`config.mk`:
```
export PLATFORM = sky130hd
export DESIGN_NAME = hibs_steer
export DESIGN_NICKNAME = d
export VERILOG_FILES = /design/src/hibs_pkg.sv /design/src/hibs_steer.sv /design/src/hibs_fifo.sv
export SDC_FILE = /design/constraint.sdc
export NUM_CORES = 1
export LEC_CHECK = 0
export BUFFER_PORTS_ARGS = -buffer_cell sky130_fd_sc_hd__buf_4
export CORE_MARGIN = 3
export CORE_UTILIZATION = 55
export DETAILED_ROUTE_END_ITERATION = 12
export HOLD_SLACK_MARGIN = 0.12
export MAX_ROUTING_LAYER = met4
export PLACE_DENSITY = 0.77
export SETUP_SLACK_MARGIN = 0.5
export SYNTH_ARGS = -nofsm -noshare
export SYNTH_HDL_FRONTEND = slang
export SYNTH_SLANG_ARGS = --single-unit
```
`constraint.sdc`:
```
create_clock -name CLK -period 2.34 [get_ports CLK]
set_input_delay 0.117 -clock CLK [delete_from_list [all_inputs] [get_ports CLK]]
set_output_delay 0.117 -clock CLK [all_outputs]
set_load 0.01 [all_outputs]
```
`src/hibs_pkg.sv`:
```
// Package for the host-port drive bus steering block.
// Assumes one synchronous clock domain; no software-visible registers.
package hibs_pkg;

  // ===========================================================
  // Constants
  localparam logic [9:0] AUX_STATUS_ADDR = 10'h3f7;
  localparam int         FIFO_DEPTH      = 4;
  localparam logic       MODE_RESET      = 1'b0;

  // ===========================================================
  // Types
  typedef enum logic [1:0] {
    HIBS_IDLE,
    HIBS_READ,
    HIBS_WRITE
  } hibs_state_t;

  typedef struct packed {
    logic [9:0] addr;
    logic       rd;
    logic       wr;
    logic       regblk;
    logic       aux;
    logic       wide;
  } hibs_req_t;

  typedef struct packed {
    logic       regblk_sel;
    logic       aux_sel;
    logic       lo_en_n;
    logic       hi_en_n;
  } hibs_drv_t;

endpackage : hibs_pkg

```
`src/hibs_steer.sv`:
```
// Drive bus steering: drive selects, byte transceiver enables, bit-7
// routing, floppy port select and DMA request/acknowledge qualifying.
// Assumes host strobes and decode inputs are synchronous to CLK.
//
// Function
// [RULE1] High enable low only with regblock, 16-bit
// [RULE2] Low enable low with regblock select
// [RULE3] Drive write: drive bit7 from host bit7
// [RULE4] Drive read: forward drive bit7, except 3F7H
// [RULE5] Read of 3F7H returns disk-changed status
// [RULE6] Aux decode: aux select plus low enable
// [RULE7] Regblock decode: select plus low or both
// [RULE8] DMA request gated by enable in legacy mode
// [RULE9] Port select 1 data, 0 status
// [RULE10] Host writes status port only for sleep
// [RULE11] DMA acknowledge acts as data-port select
// [RULE12] Legacy mode: acknowledge qualified by enable bit
// [RULE13] Reset leaves base mode, not legacy mode
// [RULE14] Idle: enables, selects off, bit7 undriven
`timescale 1ns/1ps
module hibs_steer (
  input  wire logic       CLK,
  input  wire logic       SYS_RST,
  input  wire logic [9:0] HOST_ADDR,
  input  wire logic       HOST_IOR_N,
  input  wire logic       HOST_IOW_N,
  input  wire logic       DEC_REGBLK,
  input  wire logic       DEC_AUX,
  input  wire logic       DATA_16BIT,
  input  wire logic       HOST_DATA_BIT7_IN,
  output logic            HOST_DATA_BIT7_OUT,
  output logic            HOST_DATA_BIT7_OE,
  input  wire logic       DRIVE_SIDE_BIT7_IN,
  output logic            DRIVE_SIDE_BIT7_OUT,
  output logic            DRIVE_SIDE_BIT7_OE,
  output logic            DRIVE_REGBLOCK_SELECT_N,
  output logic            DRIVE_AUX_SELECT_N,
  output logic            DRIVE_LO_BYTE_XCVR_EN_N,
  output logic            DRIVE_HI_BYTE_XCVR_EN_N,
  input  wire logic       DISK_CHANGED_STATUS,
  input  wire logic       SET_LEGACY_MODE,
  input  wire logic       SET_BASE_MODE,
  input  wire logic       DMA_ENABLE_BIT,
  input  wire logic       FLOPPY_CTRL_SELECT,
  input  wire logic       PORT_SELECT_ADDR,
  input  wire logic       FDC_DMA_REQ_IN,
  output logic            FDC_DMA_REQ_OUT,
  output logic            FDC_DMA_REQ_OE,
  input  wire logic       DMA_ACK_N,
  output logic            FDC_DATA_PORT_SEL,
  output logic            FDC_STATUS_PORT_SEL,
  output logic            FDC_SLEEP_WRITE,
  output logic            FIFO_OVERRUN
);

  // ===========================================================
  // Mode state
  logic legacy_mode;
  logic next_legacy_mode;

  always_comb begin
    next_legacy_mode = legacy_mode;
    if (SET_BASE_MODE) begin
      next_legacy_mode = 1'b0;
    end else if (SET_LEGACY_MODE) begin
      next_legacy_mode = 1'b1;
    end
  end

  always_ff @(posedge CLK or posedge SYS_RST) begin
    if (SYS_RST) begin
      legacy_mode <= hibs_pkg::MODE_RESET; // RULE13
    end else begin
      legacy_mode <= next_legacy_mode;
    end
  end

  // ===========================================================
  // Request capture through the FIFO
  // The FIFO decouples decode from the registered steering; it drains
  // every cycle, so it only fills if steering is ever held off.
  hibs_pkg::hibs_req_t req_in;
  hibs_pkg::hibs_req_t req_out;
  logic                req_valid;
  logic                in_ready;

  always_comb begin
    req_in.addr   = HOST_ADDR;
    req_in.rd     = !HOST_IOR_N;
    req_in.wr     = !HOST_IOW_N;
    req_in.regblk = DEC_REGBLK;
    req_in.aux    = DEC_AUX;
    req_in.wide   = DATA_16BIT;
  end

  hibs_fifo #(
    .WIDTH ($bits(hibs_pkg::hibs_req_t)),
    .DEPTH (hibs_pkg::FIFO_DEPTH)
  ) u_fifo (
    .clk       (CLK),
    .rst       (SYS_RST),
    .in_valid  (1'b1),
    .in_ready  (in_ready),
    .in_data   (req_in),
    .out_valid (req_valid),
    .out_ready (1'b1),
    .out_data  (req_out)
  );

  assign FIFO_OVERRUN = !in_ready;

  // ===========================================================
  // Steering state
  hibs_pkg::hibs_state_t state;
  hibs_pkg::hibs_state_t next_state;
  hibs_pkg::hibs_drv_t   drv;
  hibs_pkg::hibs_drv_t   next_drv;
  logic                  rd_3f7;
  logic                  next_rd_3f7;
  logic                  drive_hit;

  always_comb begin
    drive_hit   = req_valid && (req_out.regblk || req_out.aux);
    next_state  = hibs_pkg::HIBS_IDLE;
    next_rd_3f7 = 1'b0;
    next_drv    = '{regblk_sel: 1'b0, aux_sel: 1'b0,
                    lo_en_n: 1'b1, hi_en_n: 1'b1}; // RULE14
    if (drive_hit && (req_out.rd || req_out.wr)) begin
      next_state = req_out.wr ? hibs_pkg::HIBS_WRITE
                              : hibs_pkg::HIBS_READ;
      next_rd_3f7 = req_out.rd &&
                    (req_out.addr == hibs_pkg::AUX_STATUS_ADDR);
      if (req_out.aux) begin
        next_drv.aux_sel = 1'b1;                        // RULE6
        next_drv.lo_en_n = 1'b0;                        // RULE6
      end else begin
        next_drv.regblk_sel = 1'b1;                     // RULE7
        next_drv.lo_en_n    = 1'b0;                     // RULE2
        next_drv.hi_en_n    = !req_out.wide;            // RULE1
      end
    end
  end

  always_ff @(posedge CLK or posedge SYS_RST) begin
    if (SYS_RST) begin
      state  <= hibs_pkg::HIBS_IDLE;
      rd_3f7 <= 1'b0;
      drv    <= '{regblk_sel: 1'b0, aux_sel: 1'b0,
                  lo_en_n: 1'b1, hi_en_n: 1'b1};
    end else begin
      state  <= next_state;
      rd_3f7 <= next_rd_3f7;
      drv    <= next_drv;
    end
  end

  assign DRIVE_REGBLOCK_SELECT_N = !drv.regblk_sel;
  assign DRIVE_AUX_SELECT_N      = !drv.aux_sel;
  assign DRIVE_LO_BYTE_XCVR_EN_N = drv.lo_en_n;
  assign DRIVE_HI_BYTE_XCVR_EN_N = drv.hi_en_n;

  // ===========================================================
  // Bit-7 routing
  always_comb begin
    DRIVE_SIDE_BIT7_OE  = (state == hibs_pkg::HIBS_WRITE); // RULE3
    DRIVE_SIDE_BIT7_OUT = HOST_DATA_BIT7_IN;               // RULE3
    HOST_DATA_BIT7_OE   = (state == hibs_pkg::HIBS_READ);
    HOST_DATA_BIT7_OUT  = rd_3f7 ? DISK_CHANGED_STATUS     // RULE5
                                 : DRIVE_SIDE_BIT7_IN;     // RULE4
  end

  // ===========================================================
  // Floppy port select and DMA qualification
  logic ack_ok;

  always_comb begin
    ack_ok = !DMA_ACK_N && (!legacy_mode || DMA_ENABLE_BIT); // RULE12
    FDC_DATA_PORT_SEL   = (FLOPPY_CTRL_SELECT && PORT_SELECT_ADDR)
                          || ack_ok;                          // RULE11
    FDC_STATUS_PORT_SEL = FLOPPY_CTRL_SELECT && !PORT_SELECT_ADDR
                          && !ack_ok;                         // RULE9
    // A status-port write is only legal as the sleep command
    FDC_SLEEP_WRITE     = FDC_STATUS_PORT_SEL && !HOST_IOW_N; // RULE10
    FDC_DMA_REQ_OE      = !legacy_mode || DMA_ENABLE_BIT;     // RULE8
    FDC_DMA_REQ_OUT     = FDC_DMA_REQ_IN && FDC_DMA_REQ_OE;   // RULE8
  end

  // ===========================================================
  // Assertions
  property p_hi_needs_regblk;
    @(posedge CLK) disable iff (SYS_RST)
    !DRIVE_HI_BYTE_XCVR_EN_N |-> !DRIVE_REGBLOCK_SELECT_N;
  endproperty
  a_hi_needs_regblk: assert property (p_hi_needs_regblk) // RULE1
    else $error("High enable without register block select");

  property p_regblk_lo;
    @(posedge CLK) disable iff (SYS_RST)
    !DRIVE_REGBLOCK_SELECT_N |-> !DRIVE_LO_BYTE_XCVR_EN_N;
  endproperty
  a_regblk_lo: assert property (p_regblk_lo) // RULE2
    else $error("Register block select without low enable");

  property p_write_drive;
    @(posedge CLK) disable iff (SYS_RST)
    (req_valid && req_out.wr && !req_out.rd && drive_hit)
      |=> DRIVE_SIDE_BIT7_OE && !HOST_DATA_BIT7_OE;
  endproperty
  a_write_drive: assert property (p_write_drive) // RULE3
    else $error("Drive write did not drive bit 7");

  property p_read_fwd;
    @(posedge CLK) disable iff (SYS_RST)
    (drive_hit && req_out.rd && !req_out.wr
     && req_out.addr != hibs_pkg::AUX_STATUS_ADDR)
      |=> HOST_DATA_BIT7_OE && !DRIVE_SIDE_BIT7_OE
          && HOST_DATA_BIT7_OUT == DRIVE_SIDE_BIT7_IN;
  endproperty
  a_read_fwd: assert property (p_read_fwd) // RULE4
    else $error("Drive bit 7 not forwarded on read");

  property p_3f7;
    @(posedge CLK) disable iff (SYS_RST)
    (drive_hit && req_out.rd && !req_out.wr
     && req_out.addr == hibs_pkg::AUX_STATUS_ADDR)
      |=> HOST_DATA_BIT7_OUT == DISK_CHANGED_STATUS;
  endproperty
  a_3f7: assert property (p_3f7) // RULE5
    else $error("Disk-changed status missing on 3F7H read");

  property p_aux;
    @(posedge CLK) disable iff (SYS_RST)
    !DRIVE_AUX_SELECT_N |-> !DRIVE_LO_BYTE_XCVR_EN_N
                            && DRIVE_HI_BYTE_XCVR_EN_N;
  endproperty
  a_aux: assert property (p_aux) // RULE6
    else $error("Aux select without low enable alone");

  property p_dmareq;
    @(posedge CLK) disable iff (SYS_RST)
    (legacy_mode && !DMA_ENABLE_BIT) |-> !FDC_DMA_REQ_OE;
  endproperty
  a_dmareq: assert property (p_dmareq) // RULE8
    else $error("DMA request driven while disabled");

  property p_ack_gate;
    @(posedge CLK) disable iff (SYS_RST)
    (legacy_mode && !DMA_ENABLE_BIT && !FLOPPY_CTRL_SELECT)
      |-> !FDC_DATA_PORT_SEL;
  endproperty
  a_ack_gate: assert property (p_ack_gate) // RULE12
    else $error("Unqualified acknowledge selected data port");

  property p_idle;
    @(posedge CLK) disable iff (SYS_RST)
    (state == hibs_pkg::HIBS_IDLE) |-> DRIVE_REGBLOCK_SELECT_N
      && DRIVE_AUX_SELECT_N && !DRIVE_SIDE_BIT7_OE
      && DRIVE_LO_BYTE_XCVR_EN_N && DRIVE_HI_BYTE_XCVR_EN_N;
  endproperty
  a_idle: assert property (p_idle) // RULE14
    else $error("Drive signals active while idle");

endmodule : hibs_steer

```
`src/hibs_fifo.sv`:
```
// Small synchronous FIFO carrying the host request: address, strobes and decode bits.
// Assumes a single clock and an asynchronous active-high reset.
`timescale 1ns/1ps
module hibs_fifo #(
  parameter int WIDTH = 8,
  parameter int DEPTH = 4
) (
  input  wire logic             clk,
  input  wire logic             rst,
  input  wire logic             in_valid,
  output logic                  in_ready,
  input  wire logic [WIDTH-1:0] in_data,
  output logic                  out_valid,
  input  wire logic             out_ready,
  output logic      [WIDTH-1:0] out_data
);
  localparam int AW = (DEPTH > 1) ? $clog2(DEPTH) : 1;

  logic [WIDTH-1:0] mem [DEPTH];
  logic [AW-1:0]    rd_ptr;
  logic [AW-1:0]    wr_ptr;
  logic [AW:0]      count;
  logic [AW-1:0]    next_rd_ptr;
  logic [AW-1:0]    next_wr_ptr;
  logic [AW:0]      next_count;
  logic             push;
  logic             pop;

  assign in_ready  = (count != (AW+1)'(DEPTH));
  assign out_valid = (count != '0);
  assign out_data  = mem[rd_ptr];

  always_comb begin
    push        = in_valid && in_ready;
    pop         = out_valid && out_ready;
    next_wr_ptr = wr_ptr;
    next_rd_ptr = rd_ptr;
    next_count  = count;
    if (push) begin
      next_wr_ptr = (wr_ptr == AW'(DEPTH-1)) ? '0 : wr_ptr + 1'b1;
    end
    if (pop) begin
      next_rd_ptr = (rd_ptr == AW'(DEPTH-1)) ? '0 : rd_ptr + 1'b1;
    end
    if (push && !pop) begin
      next_count = count + 1'b1;
    end else if (pop && !push) begin
      next_count = count - 1'b1;
    end
  end

  always_ff @(posedge clk or posedge rst) begin
    if (rst) begin
      rd_ptr <= '0;
      wr_ptr <= '0;
      count  <= '0;
    end else begin
      rd_ptr <= next_rd_ptr;
      wr_ptr <= next_wr_ptr;
      count  <= next_count;
    end
  end

  // Storage has no reset; empty flag guards reads of stale words
  always_ff @(posedge clk) begin
    if (push) begin
      mem[wr_ptr] <= in_data;
    end
  end

endmodule : hibs_fifo

```
==> impl_metrics.csv <==
group,metric,value,unit
run_status,status,"completed",
global_routing,grt_pass1_wl,8340,um
floorplanning,ios,41,
sta,period_minus_slack,1690,ps
placement,postPlaceCellArea,0.00317,mm^2
synthesis,yosys_register_bits,75,
floorplanning,start_util,0.582,
synthesis,ys_seq_area_frac,0.777,
floorplanning,row_count,25,
drt,drtIter0Drc,143,
floorplanning,die_y,77.4,um
global_routing,antenna_found_initial,0,
cts,clk_path_buf_depth,2,
cells_and_area,n_fill_cell,292,
synthesis,yosysTopAreaCell,"edfxtp_1",
cts,cts_tree,"built",
placement,place_inst,257,
synthesis,syn_nets,186,
global_routing,gr-total-overflow,0,
sta,min_period_over_period,0.724,
drt,postRouteAntennaNets,0,
cells_and_area,final_cells,294,
critical_path,crit_required,2560,ps
cts,clkSinkCount,75,
synthesis,ys_async_sr_fraction,0.200,
synthesis,yosysTopAreaCellShare,0.643,
cells_and_area,area.growth.synth_to_final,28.2,%
synthesis,synth.most_common_cell,"edfxtp_1",
sta,fmax,590,MHz
placement,place_ws,380,ps
sta,drv_slew,0,
critical_path,cp-end-kind,"flip-flop",
sta,grt_setup_unrepaired,"false",
sta,finalSetupTns,0,ps
synthesis,synthTopCellsByCount,"edfxtp_1 (60), dfrtp_1 (13), inv_1 (8), nor2b_1 (8)",
placement,io_buffers,38,
cells_and_area,antenna_cells,0,
synthesis,ys_types,33,
floorplanning,die_x,77.4,um
worst_hold_path,holdCritPathClass,"in -> out",
placement,place_congestion,0.791,
floorplanning,dieArea,0.00599,mm^2
power,power.density,745,mW/mm^2
synthesis,synth_edf_count,60,
sta,maxSlewHeadroom,0.618,
sta,skew,8.41,ps
cts,path_clk_slew,70,ps
global_routing,grt.total_usage,0.200,
power,p_leak,1.41,nW
cts,insertion_delay,340,ps
run,cap_violations,0,
drt,routed_via_density,5.24,
power,power.share.combinational,0.047,
cts,numCtsBuffers,9,
power,peakVddDrop,0.598,mV
sta,setup_viol,0,
drt,post_drt_wl_per_cell,17.4,um
power,swShare,0.191,
cts,cts_max_level,3,
cells_and_area,final_nets,255,
global_routing,grt_max_degree,16,
cells_and_area,design_area,0.00359,mm^2
drt,drt_drc_violations_left,0,
floorplanning,coreArea,0.00482,mm^2
synthesis,synth_area_per_cell,18.3,um^2
synthesis,netlist_area,0.00280,mm^2
sta,hold_viol,0,
drt,first_pass_iters,4,
synthesis,synth_area_leaders,"edfxtp_1 (64%), dfrtp_1 (12%), mux4_2 (3.2%), ha_1 (2.2%), mux2_2 (2.0%)",
power,clkPwrFrac,0.404,
critical_path,crit_type,"reg -> reg",
placement,hpwl,3360,um
power,seqPwrFrac,0.549,
synthesis,yosys_warnings,0,
critical_path,critPathMaxFanout,6,
cts,root_buffer,"clkbuf_8",
sta,worst_pin_slew,572,ps
global_routing,grt_pass1_vias,1657,
critical_path,crit_arrival,1920,ps
critical_path,critPathLaunchType,"flip-flop",
synthesis,synth_cells,153,
synthesis,ys.flop_type,"edfxtp_1",
cells_and_area,layout-drive-gt1-share,0.322,
power,p_sw,0.512,mW
drt,num_vias,1542,
power,p_int,2.16,mW
sta,fin_ws,646,ps
drt,wl,5120,um
[routing by layer]
layer  vias to the layer above  part of all wire  global-route usage
met5                         -                 0                   -
li1                        710                 -                   -
met4                         0             0.028              0.0907
met1                       770              0.38               0.224
met2                        47              0.53               0.327
met3                        15             0.056              0.0650
[power groups by stage]
stage	Clock [mW]	Combinational (mW)	Sequential, mW
2_1_floorplan	0	0.0369	1.50
3_3_place_gp	0	0.0971	1.50
3_5_place_dp	0	0.103	1.50
4_1_cts	1.10	0.128	1.47
5_1_grt	1.16	0.139	1.47
6_report	1.08	0.127	1.47
[worst max-delay path, cell delays in order (launching register included)]
cell	delay, ps
dfrtp_1	420
or3_1	510
fa_1	390
mux2_2	260
[cell usage in the layout, fill, tap and decap left out, types with 2 or more instances in the layout]
cell type / count
a21o_1: 3
and2_1: 3
buf_4: 45
bufinv_16: 2
clkbuf_8: 10
dfrtp_1: 12
dfstp_2: 2
dlygate4sd3_1: 18
edfxtp_1: 60
ha_1: 5
inv_1: 8
mux2_2: 5
mux4_2: 4
nand2_1: 2
nand2b_1: 2
nand3_1: 4
nand4_1: 4
nand4b_1: 2
nand4bb_1: 2
nor2_1: 5
nor2b_1: 8
nor3_1: 5
[cell type report]
| class | instances | area [um^2] | share of cell area |
|---|---|---|---|
| clock buffers | 11 | 141 | 0.0393 |
| repair buffers | 63 | 518 | 0.144 |
| flip-flops and latches | 75 | 2180 | 0.607 |
| clock inverters | 5 | 77.6 | 0.0216 |
| inverters | 8 | 30.0 | 0.00835 |
| multi-input cells | 65 | 563 | 0.157 |
| well taps | 67 | 83.8 | 0.0233 |
[worst paths after layout]
path	depth (start not counted)	slack, ps	endpoint	startpoint
min reg2reg	1	530	u_fifo.count[0]$_DFFE_PP0P_	u_fifo.count[1]$_DFFE_PP0P_
min in group asynchronous	3	390	rd_3f7$_DFF_PP0_	SYS_RST
min	0	230	DRIVE_SIDE_BIT7_OUT	HOST_DATA_BIT7_IN
max in group asynchronous	3	1550	u_fifo.rd_ptr[0]$_DFFE_PP0N_	SYS_RST
max	3	650	u_fifo.count[2]$_DFFE_PP0P_	u_fifo.count[0]$_DFFE_PP0P_
max reg2reg	3	650	u_fifo.count[2]$_DFFE_PP0P_	u_fifo.count[0]$_DFFE_PP0P_
[registers in the layout (all words and copies together) (netlist names)]
register / flops
state: 2
DRIVE_LO_BYTE_XCVR_EN_N: 1
u_fifo.mem: 60
u_fifo.wr_ptr: 2
legacy_mode: 1
u_fifo.count: 3
u_fifo.rd_ptr: 2
drv: 2
rd_3f7: 1
DRIVE_HI_BYTE_XCVR_EN_N: 1
[timing repair]
| action | CTS | global route |
|---|---|---|
| hold buffers | 18 | 0 |
| cloned | 0 | 0 |
| setup buffers | 0 | 3 |
| endpoints found under the setup margin | 4 | 2 |
| gates resized for setup | 1 | 0 |
| endpoints found under the hold margin | 74 | 0 |
[metrics by stage]
step | util | hold slack, ps | power [mW]
after global placement | 0.658 | 199 | 1.59
after global routing | 0.746 | 234 | 2.77
after detailed placement | 0.658 | 225 | 1.60
final | 0.746 | 234 | 2.68
after floorplan | - | 17.0 | 1.53
after CTS | 0.742 | 234 | 2.70
[cells by family after synthesis]
group                      count (synthesis)  synth area share
AOI/OAI and AO/OA                          9            0.0250
adders and majority gates                  6            0.0295
buffers and inverters                     13            0.0219
DFF                                       75             0.777
muxes                                     10            0.0616
and+or+nand+nor                           40            0.0848
No activity file was read; power rests on OpenSTA's default activity.
